**src/etc_defs.svh**
```systemverilog
`ifndef ETC_DEFS_SVH
`define ETC_DEFS_SVH

// ----------------------------------------
// clock and time base
// ----------------------------------------
`define ETC_CLK_HZ       25000000
`define ETC_TICK_HZ      256
`define ETC_TICK_DIV     (`ETC_CLK_HZ / `ETC_TICK_HZ)

// ----------------------------------------
// filter lengths in 256 Hz ticks
// ----------------------------------------
`define ETC_HYS0_TICKS   4'h0
`define ETC_HYS1_TICKS   4'h1
`define ETC_HYS2_TICKS   4'h4
`define ETC_HYS3_TICKS   4'h8

// ----------------------------------------
// sample periods as tick count masks
// ----------------------------------------
`define ETC_RATE1_MASK   10'h07f
`define ETC_RATE2_MASK   10'h0ff
`define ETC_RATE3_MASK   10'h3ff
`define ETC_SEC_MASK     10'h0ff

// ----------------------------------------
// register byte offsets
// ----------------------------------------
`define ETC_OFF_CTRL     8'h00
`define ETC_OFF_STATUS   8'h04
`define ETC_OFF_TIME_LO  8'h08
`define ETC_OFF_TIME_HI  8'h0c
`define ETC_OFF_STAMP_LO 8'h10
`define ETC_OFF_STAMP_HI 8'h14
`define ETC_OFF_IRQ_STAT 8'h18
`define ETC_OFF_IRQ_MASK 8'h1c

// ----------------------------------------
// field positions and reset values
// ----------------------------------------
`define ETC_CTRL_W       9
`define ETC_ST_FLAG      0
`define ETC_IRQ_W        2
`define ETC_IRQ_DETECT   0
`define ETC_IRQ_HALT     1
`define ETC_NFIELDS      6
`define ETC_TIME_RESET   48'h00_01_01_00_00_00

`endif

```
**src/etc_pkg.sv**
```systemverilog
`include "etc_defs.svh"

package etc_pkg;

    typedef struct packed {
        logic       auto_clear_enable;
        logic       input_pullup_disable;
        logic       detect_out_batt_disable;
        logic       halt_on_detect;
        logic       detect_enable;
        logic [1:0] input_filter_sel;
        logic [1:0] sample_rate_sel;
    } etc_ctrl_t;

    typedef struct packed {
        logic [7:0] year;
        logic [7:0] month;
        logic [7:0] date;
        logic [7:0] hour;
        logic [7:0] minute;
        logic [7:0] second;
    } etc_time_t;

    function automatic logic [3:0] etc_need_ticks(input logic [1:0] s);
        unique case (s)
            2'b00: etc_need_ticks = `ETC_HYS0_TICKS;
            2'b01: etc_need_ticks = `ETC_HYS1_TICKS;
            2'b10: etc_need_ticks = `ETC_HYS2_TICKS;
            2'b11: etc_need_ticks = `ETC_HYS3_TICKS;
        endcase
    endfunction

endpackage

```
**src/etc_tick_gen.sv**
```systemverilog
`timescale 1ns/10ps
`default_nettype none
`include "etc_defs.svh"

module etc_tick_gen
#(
    parameter int TICK_DIV = `ETC_TICK_DIV
)
(
    input  wire logic       pclk,
    input  wire logic       presetn,
    output logic            tick,
    output logic [9:0]      tick_cnt
);
    localparam int DW = $clog2(TICK_DIV);

    if (TICK_DIV < 2)
    begin : g_bad_div
        $error("etc_tick_gen: TICK_DIV must be at least 2");
    end

    logic [DW-1:0] div_cnt;
    localparam logic [DW-1:0] DIV_LAST = DW'(TICK_DIV - 1);

    always_ff @(posedge pclk or negedge presetn)
    begin
        if (!presetn)
        begin
            div_cnt  <= '0;
            tick     <= 1'b0;
            tick_cnt <= 10'h000;
        end
        else
        begin
            tick <= (div_cnt == DIV_LAST);
            if (div_cnt == DIV_LAST)
            begin
                div_cnt  <= '0;
                tick_cnt <= tick_cnt + 10'h001;
            end
            else
            begin
                div_cnt <= div_cnt + DW'(1);
            end
        end
    end
endmodule

`default_nettype wire

```
**src/etc_filter.sv**
```systemverilog
`timescale 1ns/10ps
`default_nettype none

module etc_filter
    import etc_pkg::*;
(
    input  wire logic       pclk,
    input  wire logic       presetn,
    input  wire logic       tick,
    input  wire logic       din,
    input  wire logic [1:0] sel,
    output logic            ok
);
    logic [3:0] cnt;

    // counts whole ticks while the input stays high; a low resets it
    always_ff @(posedge pclk or negedge presetn)
    begin
        if (!presetn)
            cnt <= 4'h0;
        else if (!din)
            cnt <= 4'h0;
        else if (tick && cnt <= etc_need_ticks(sel))
            cnt <= cnt + 4'h1;
    end

    // cnt above need means at least need full tick periods elapsed
    always_ff @(posedge pclk or negedge presetn)
    begin
        if (!presetn)
            ok <= 1'b0;
        else
            ok <= din && (sel == 2'b00 || cnt > etc_need_ticks(sel));
    end
endmodule

`default_nettype wire

```
**src/etc_top.sv**
```systemverilog
// Our own choices: the APB interface to the registers and the register addresses.
`timescale 1ns/10ps
`default_nettype none
`include "etc_defs.svh"

module etc_top
    import etc_pkg::*;
#(
    parameter int TICK_DIV = `ETC_TICK_DIV
)
(
    input  wire logic        pclk,
    input  wire logic        presetn,
    input  wire logic        psel,
    input  wire logic        penable,
    input  wire logic        pwrite,
    input  wire logic [7:0]  paddr,
    input  wire logic [31:0] pwdata,
    output logic      [31:0] prdata,
    output logic             pready,
    output logic             pslverr,
    input  wire logic        tamper_input,
    input  wire logic        batt_mode,
    output logic             tamper_out_o,
    output logic             tamper_out_oe,
    output logic             pullup_en,
    output logic             irq
);
    // ----------------------------------------
    // state
    // ----------------------------------------
    etc_ctrl_t              ctrl;
    etc_time_t              time_q;
    etc_time_t              stamp;
    logic                   tamper_flag;
    logic                   halted;
    logic [`ETC_IRQ_W-1:0]  irq_stat;
    logic [`ETC_IRQ_W-1:0]  irq_mask;
    logic                   tick;
    logic [9:0]             tick_cnt;
    logic                   filt_ok;

    // ----------------------------------------
    // helpers
    // ----------------------------------------
    function automatic logic at_wrap(input logic [9:0] c, input logic [9:0] m);
        at_wrap = (c & m) == 10'h000;
    endfunction

    function automatic logic [9:0] rate_mask(input logic [1:0] s);
        unique case (s)
            2'b00: rate_mask = 10'h000;
            2'b01: rate_mask = `ETC_RATE1_MASK;
            2'b10: rate_mask = `ETC_RATE2_MASK;
            2'b11: rate_mask = `ETC_RATE3_MASK;
        endcase
    endfunction

    function automatic logic [7:0] fld_max(input logic [2:0] i);
        unique case (i)
            3'h0, 3'h1: fld_max = 8'h3b;
            3'h2:       fld_max = 8'h17;
            3'h3:       fld_max = 8'h1f;
            3'h4:       fld_max = 8'h0c;
            default:    fld_max = 8'h63;
        endcase
    endfunction

    function automatic logic [7:0] fld_min(input logic [2:0] i);
        fld_min = (i == 3'h3 || i == 3'h4) ? 8'h01 : 8'h00;
    endfunction

    function automatic logic hit(input logic [7:0] a, input logic [7:0] off);
        hit = (a == off);
    endfunction

    // ----------------------------------------
    // time base and input filter
    // ----------------------------------------
    etc_tick_gen #(
        .TICK_DIV (TICK_DIV)
    ) u_tick (
        .pclk     (pclk),
        .presetn  (presetn),
        .tick     (tick),
        .tick_cnt (tick_cnt)
    );

    etc_filter u_filt (
        .pclk    (pclk),
        .presetn (presetn),
        .tick    (tick),
        .din     (tamper_input),
        .sel     (ctrl.input_filter_sel),
        .ok      (filt_ok)
    );

    // ----------------------------------------
    // apb decode
    // ----------------------------------------
    logic acc;
    logic wr;
    logic rd;
    logic mapped;

    assign acc    = psel && penable && !pready;
    assign wr     = psel && penable && pready && pwrite;
    assign rd     = psel && penable && pready && !pwrite;
    assign mapped = paddr[7:5] == 3'b000 && paddr[1:0] == 2'b00;

    logic wr_ctrl;
    logic wr_stat;
    logic rd_stat;
    logic wr_lo;
    logic wr_hi;
    logic wr_istat;
    logic wr_imask;

    assign wr_ctrl  = wr && hit(paddr, `ETC_OFF_CTRL);
    assign wr_stat  = wr && hit(paddr, `ETC_OFF_STATUS);
    assign rd_stat  = rd && hit(paddr, `ETC_OFF_STATUS);
    assign wr_lo    = wr && hit(paddr, `ETC_OFF_TIME_LO);
    assign wr_hi    = wr && hit(paddr, `ETC_OFF_TIME_HI);
    assign wr_istat = wr && hit(paddr, `ETC_OFF_IRQ_STAT);
    assign wr_imask = wr && hit(paddr, `ETC_OFF_IRQ_MASK);

    // ----------------------------------------
    // sampling and detection
    // ----------------------------------------
    logic       sample;
    logic       detect;
    logic       sec_tick;
    logic [9:0] rm;
    logic       set_halt;

    assign rm       = rate_mask(ctrl.sample_rate_sel);
    // periodic modes look at the filtered input only on the rate wrap
    assign sample   = ctrl.sample_rate_sel == 2'b00 || (tick && at_wrap(tick_cnt, rm));
    assign detect   = ctrl.detect_enable && sample && filt_ok;
    assign sec_tick = tick && at_wrap(tick_cnt, `ETC_SEC_MASK);
    assign set_halt = detect && ctrl.halt_on_detect;

    // ----------------------------------------
    // control register
    // ----------------------------------------
    always_ff @(posedge pclk or negedge presetn)
    begin
        if (!presetn)
            ctrl <= '0;
        else if (wr_ctrl)
            ctrl <= etc_ctrl_t'(pwdata[`ETC_CTRL_W-1:0]);
        else if (wr_hi && halted && !set_halt)
            ctrl.halt_on_detect <= 1'b0;
    end

    // ----------------------------------------
    // event flag, halt and stamp
    // ----------------------------------------
    logic flag_clr;

    // a read clears only a flag that it returned, so an event during the read survives
    assign flag_clr = (wr_stat && !pwdata[`ETC_ST_FLAG]) ||
                      (rd_stat && ctrl.auto_clear_enable && prdata[`ETC_ST_FLAG]);

    // a new event in the clearing cycle wins over the clear
    always_ff @(posedge pclk or negedge presetn)
    begin
        if (!presetn)
            tamper_flag <= 1'b0;
        else
            tamper_flag <= detect || (tamper_flag && !flag_clr);
    end

    always_ff @(posedge pclk or negedge presetn)
    begin
        if (!presetn)
            halted <= 1'b0;
        else
            halted <= set_halt || (halted && !wr_hi);
    end

    // no software path writes the stamp; only power-up reset clears it
    always_ff @(posedge pclk or negedge presetn)
    begin
        if (!presetn)
            stamp <= '0;
        else if (detect && (!tamper_flag || flag_clr))
            stamp <= time_q;
    end

    // ----------------------------------------
    // time counter
    // ----------------------------------------
    logic [`ETC_NFIELDS-1:0][7:0] next_fields;
    logic                         carry;

    // limits are plain day counts; month length is not modelled
    always_comb
    begin
        next_fields = time_q;
        carry       = sec_tick && !halted;
        for (int i = 0; i < `ETC_NFIELDS; i++)
        begin
            if (carry)
            begin
                if (next_fields[i] == fld_max(3'(i)))
                    next_fields[i] = fld_min(3'(i));
                else
                begin
                    next_fields[i] = next_fields[i] + 8'h01;
                    carry          = 1'b0;
                end
            end
        end
    end

    always_ff @(posedge pclk or negedge presetn)
    begin
        if (!presetn)
            time_q <= etc_time_t'(`ETC_TIME_RESET);
        else if (wr_lo)
            time_q[31:0] <= pwdata;
        else if (wr_hi)
            time_q[47:32] <= pwdata[15:0];
        else
            time_q <= etc_time_t'(next_fields);
    end

    // ----------------------------------------
    // interrupt status and mask
    // ----------------------------------------
    logic [`ETC_IRQ_W-1:0] irq_set;
    logic [`ETC_IRQ_W-1:0] irq_clr;

    assign irq_set = {set_halt, detect};
    assign irq_clr = wr_istat ? pwdata[`ETC_IRQ_W-1:0] : '0;

    always_ff @(posedge pclk or negedge presetn)
    begin
        if (!presetn)
            irq_stat <= '0;
        else
            irq_stat <= irq_set | (irq_stat & ~irq_clr);
    end

    always_ff @(posedge pclk or negedge presetn)
    begin
        if (!presetn)
            irq_mask <= '0;
        else if (wr_imask)
            irq_mask <= pwdata[`ETC_IRQ_W-1:0];
    end

    always_ff @(posedge pclk or negedge presetn)
    begin
        if (!presetn)
            irq <= 1'b0;
        else
            irq <= |(irq_stat & irq_mask);
    end

    // ----------------------------------------
    // pins
    // ----------------------------------------
    logic [3:0] need;
    logic       next_pullup;

    assign need        = etc_need_ticks(ctrl.input_filter_sel);
    // in periodic modes with a filter selected the source only runs for the filter span before a sample
    assign next_pullup = !ctrl.input_pullup_disable &&
                         (ctrl.input_filter_sel == 2'b00 || ctrl.sample_rate_sel == 2'b00 ||
                          (tick_cnt & rm) >= (rm - {6'h00, need}));

    always_ff @(posedge pclk or negedge presetn)
    begin
        if (!presetn)
        begin
            pullup_en     <= 1'b0;
            tamper_out_oe <= 1'b0;
            tamper_out_o  <= 1'b0;
        end
        else
        begin
            pullup_en     <= next_pullup;
            tamper_out_oe <= tamper_flag && !(batt_mode && ctrl.detect_out_batt_disable);
            tamper_out_o  <= 1'b0;
        end
    end

    // ----------------------------------------
    // apb answer
    // ----------------------------------------
    logic [31:0] next_prdata;

    always_comb
    begin
        next_prdata = 32'h0000_0000;
        unique case (paddr)
            `ETC_OFF_CTRL:     next_prdata = {23'h000000, ctrl};
            `ETC_OFF_STATUS:   next_prdata = {29'h00000000, batt_mode, halted, tamper_flag};
            `ETC_OFF_TIME_LO:  next_prdata = time_q[31:0];
            `ETC_OFF_TIME_HI:  next_prdata = {16'h0000, time_q[47:32]};
            `ETC_OFF_STAMP_LO: next_prdata = stamp[31:0];
            `ETC_OFF_STAMP_HI: next_prdata = {16'h0000, stamp[47:32]};
            `ETC_OFF_IRQ_STAT: next_prdata = {30'h00000000, irq_stat};
            `ETC_OFF_IRQ_MASK: next_prdata = {30'h00000000, irq_mask};
            default:           next_prdata = 32'h0000_0000;
        endcase
    end

    // one wait state so the answer comes from flops
    always_ff @(posedge pclk or negedge presetn)
    begin
        if (!presetn)
        begin
            pready  <= 1'b0;
            pslverr <= 1'b0;
            prdata  <= 32'h0000_0000;
        end
        else
        begin
            pready  <= acc;
            pslverr <= acc && !mapped;
            if (acc)
                prdata <= pwrite ? 32'h0000_0000 : next_prdata;
        end
    end
endmodule

`default_nettype wire

```
**config.mk**
```make
export PLATFORM = sky130hd
export DESIGN_NAME = etc_top
export DESIGN_NICKNAME = d
export VERILOG_FILES = /design/src/etc_pkg.sv /design/src/etc_tick_gen.sv /design/src/etc_filter.sv /design/src/etc_top.sv
export VERILOG_INCLUDE_DIRS = /design/src
export SDC_FILE = /design/constraint.sdc
export NUM_CORES = 1
export LEC_CHECK = 0
export ABC_CLOCK_PERIOD_IN_PS = 3700
export BUFFER_PORTS_ARGS = -buffer_cell sky130_fd_sc_hd__buf_2
export CORE_ASPECT_RATIO = 1.25
export CORE_MARGIN = 2
export CORE_UTILIZATION = 60
export DETAILED_ROUTE_END_ITERATION = 8
export PLACE_DENSITY = 0.87
export SETUP_SLACK_MARGIN = 0.2
export SYNTH_ARGS = -nofsm -noshare
export SYNTH_HDL_FRONTEND = slang
export SYNTH_SLANG_ARGS = --single-unit
export TNS_END_PERCENT = 1
```
**constraint.sdc**
```tcl
create_clock -name pclk -period 3.7 [get_ports pclk]
set_input_delay 0.37 -clock pclk [delete_from_list [all_inputs] [get_ports pclk]]
set_output_delay 0.37 -clock pclk [all_outputs]
set_load 0.01 [all_outputs]
```
==> flow_metrics.py <==
metrics = {
    "die": {
        "io-pin-count": 85,
        "dieArea_mm2": 0.0173,
        "die_y_um": 147,
        "rows": 52,
        "initial_core_util_pct": 60.7,
        "dieWidth_um": 118,
        "core_area_mm2": 0.0161,
    },
    "yosys": {
        "synth_fp_nets": 1027,
        "ys_warn_count": 0,
        "synth_area_mm2": 0.00975,
        "synthArstFlopShare_pct": 100,
        "synth_cell_types": 83,
        "ys_ff_latch": 181,
        "synth-seq-area-share_pct": 46.5,
        "synth_edf_count": 0,
        "synth_most_common_cell": "dfrtp_1",
        "syn_inst": 951,
        "yosys_most_used_dff": "dfrtp_1",
        "synth_area_leaders": "dfrtp_1, nand2_1, ha_1",
        "synth_common_cells": "dfrtp_1, nand2_1, nor2_1",
        "avgSynthCellArea_um2": 10.3,
        "synth_top_area_cell": "dfrtp_1",
        "synth_top_area_share_pct": 45.9,
    },
    "flow_run": {
        "max_cap_violations": 0,
    },
    "finish": {
        "fin_nets": 1095,
        "design_area_mm2": 0.0109,
        "area_delta_synth_final_pct": 12.2,
        "fin_util_pct": 68.1,
        "antenna_cells": 0,
        "stdcell_count": 1248,
        "drive_gt1_share_pct": 18.8,
    },
    "cts": {
        "cts.path.max_buffers": 2,
        "tritoncts": "yes",
        "h-tree-depth": 4,
        "cts.sinks": 181,
        "postCtsHoldBufs": 0,
        "clk_latency_ns": 0.45,
        "root_buffer": "clkbuf_16",
        "postCtsSetupRepairBufs": 0,
        "cts_resized": 0,
        "clk_pin_slew_ns": 0.07,
        "cts_inserted_buffers": 17,
    },
    "timing": {
        "period_share_pct": 78.9,
        "drv_slew": 0,
        "tns_ns": 0,
        "min_period_ns": 2.92,
        "hold_viol_final": 23,
        "setup_viol": 0,
        "relSlewSlack_pct": 27.0,
        "worstMarginPinSlew_ns": 1.09,
        "rsz0062_at_grt": "no",
        "finClkSkew_ns": 0.0152,
        "max_freq_mhz": 343,
        "hold_ws_ns": -0.0577,
    },
    "drt": {
        "routed_wl_um": 25000,
        "vias": 8088,
        "ant_nets": 0,
        "drtIter0Drc": 841,
        "first_pass_iters": 6,
        "wl_met3_um": 1540,
        "post_drt_wl_per_cell_um": 20.0,
        "avgViaCountPerCell": 6.48,
        "met2_length_um": 12400,
        "drc": 0,
        "wl_met1_um": 9640,
        "top_layer_used": "met5",
    },
    "grt": {
        "antenna_found_initial": 1,
        "overflow": 0,
        "grt_pass1_wl_um": 41200,
        "first_global_vias": 8171,
        "grt_usage_pct": 30.1,
        "grt_max_degree": 86,
    },
    "setup_path": {
        "cp.arrival_ns": 3.23,
        "path_class": "reg -> reg",
        "r2r_slack_ns": 0.78,
        "end_kind": "register",
        "crit_fanout": 14,
        "critical_path_required_ns": 4.01,
        "start_kind": "register",
    },
    "power_and_ir_drop": {
        "powerDensity_mw_per_mm2": 382,
        "p_leak_uw": 0.00509,
        "irDropWorstVdd_v": 0.000304,
    },
    "placement": {
        "portBuffers": 83,
        "place_hpwl_um": 16700,
        "dp_cells": 1216,
        "place_congestion": 0.909,
        "postPlaceCellArea_mm2": 0.0103,
    },
    "status": {
        "outcome": "complete, but fails checks",
        "violations": "negative hold slack",
    },
    "worst_hold_path": {
        "hold_path_class": "in -> async",
    },
}
## critical path, cell delays in order (launching register included)
cell      delay [ns]
dfrtp_1         0.46
or2_2           0.45
inv_1           0.22
ha_1            0.17
nor2b_1         0.21
nor2_1          0.08
xor2_1          0.15
ha_1            0.29
a21oi_1         0.13
o21ai_0         0.10
a21o_1          0.18
a211oi_1        0.22
o22ai_1         0.10
## flip-flops by register name, summed over array words and instances (netlist names), 2 cells and up
name,cells
u_filt.cnt,4
u_tick.div_cnt,17
irq_mask,2
stamp,48
time_q,48
ctrl,9
irq_stat,2
u_tick.tick_cnt,10
prdata,32
## cells by family (layout without fill, tap and decap cells)
family	count (synthesis)	after routing	synth area share, %
XOR/XNOR	37	37	3.32
adder cells (fa/ha/maj)	29	29	3.72
other	1	1	0.0384
buffers and inverters	62	143	3.35
AND/OR/NAND/NOR	341	341	19.0
flip-flops	181	181	46.5
multiplexers	73	73	9.04
AO/OA/AOI/OAI	227	227	15.0
## report_power, final
part / switching (uW) / internal (uW) / total [uW]
sequential: 7.17 / 1980 / 1990
clock: 794 / 1260 / 2050
combinational: 96.3 / 37.7 / 134
## metrics by stage
step	setup slack (ns)	power, uW
final	0.781	4180
after global routing	0.559	4280
after CTS	0.784	4190
after detailed placement	0.816	2160
after global placement	0.864	2160
after floorplan	0.913	2070
## area by class of cell
class,count,area (um^2)
fill,1185,5120
multi-input combinational,708,4900
sequential,181,4530
timing repair buffer,97,527
clock buffer,21,470
tap,216,270
clock inverter,11,195
inverter,14,52.6
## path summary, 6_finish.rpt
check / startpoint / to / cells past startpoint
setup / recovery: ctrl[1] / pullup_en / 12
hold reg to reg: prdata[11] / prdata[11] / 1
max in group asynchronous: presetn / u_tick.div_cnt[5] / 2
min in group pclk: batt_mode / tamper_out_oe / 2
setup reg to reg: ctrl[1] / pullup_en / 12
hold / removal: presetn / stamp[12] / 1
## layout by cell type (no fill, tap or decap), drive strengths merged, types with 10 or more instances in the layout
| cell | n |
|---|---|
| inv | 16 |
| mux2 | 61 |
| ha | 29 |
| mux2i | 12 |
| buf | 97 |
| o21ai | 80 |
| nand4 | 18 |
| a221oi | 10 |
| a21oi | 40 |
| clkbuf | 21 |
| xnor2 | 26 |
| nand3 | 34 |
| nand2 | 109 |
| dfrtp | 179 |
| and3 | 17 |
| xor2 | 11 |
| nor4 | 17 |
| and2 | 12 |
| a21o | 15 |
| nor3 | 25 |
| a22oi | 22 |
| a31oi | 11 |
| nor2 | 60 |
## routing by layer
layer	vias to the layer above	track usage, %
li1	3632	-
met1	3941	36.3
met2	400	50.4
met3	113	5.78
met4	2	17.7
met5	-	0
(Power assumes the default switching activity.)
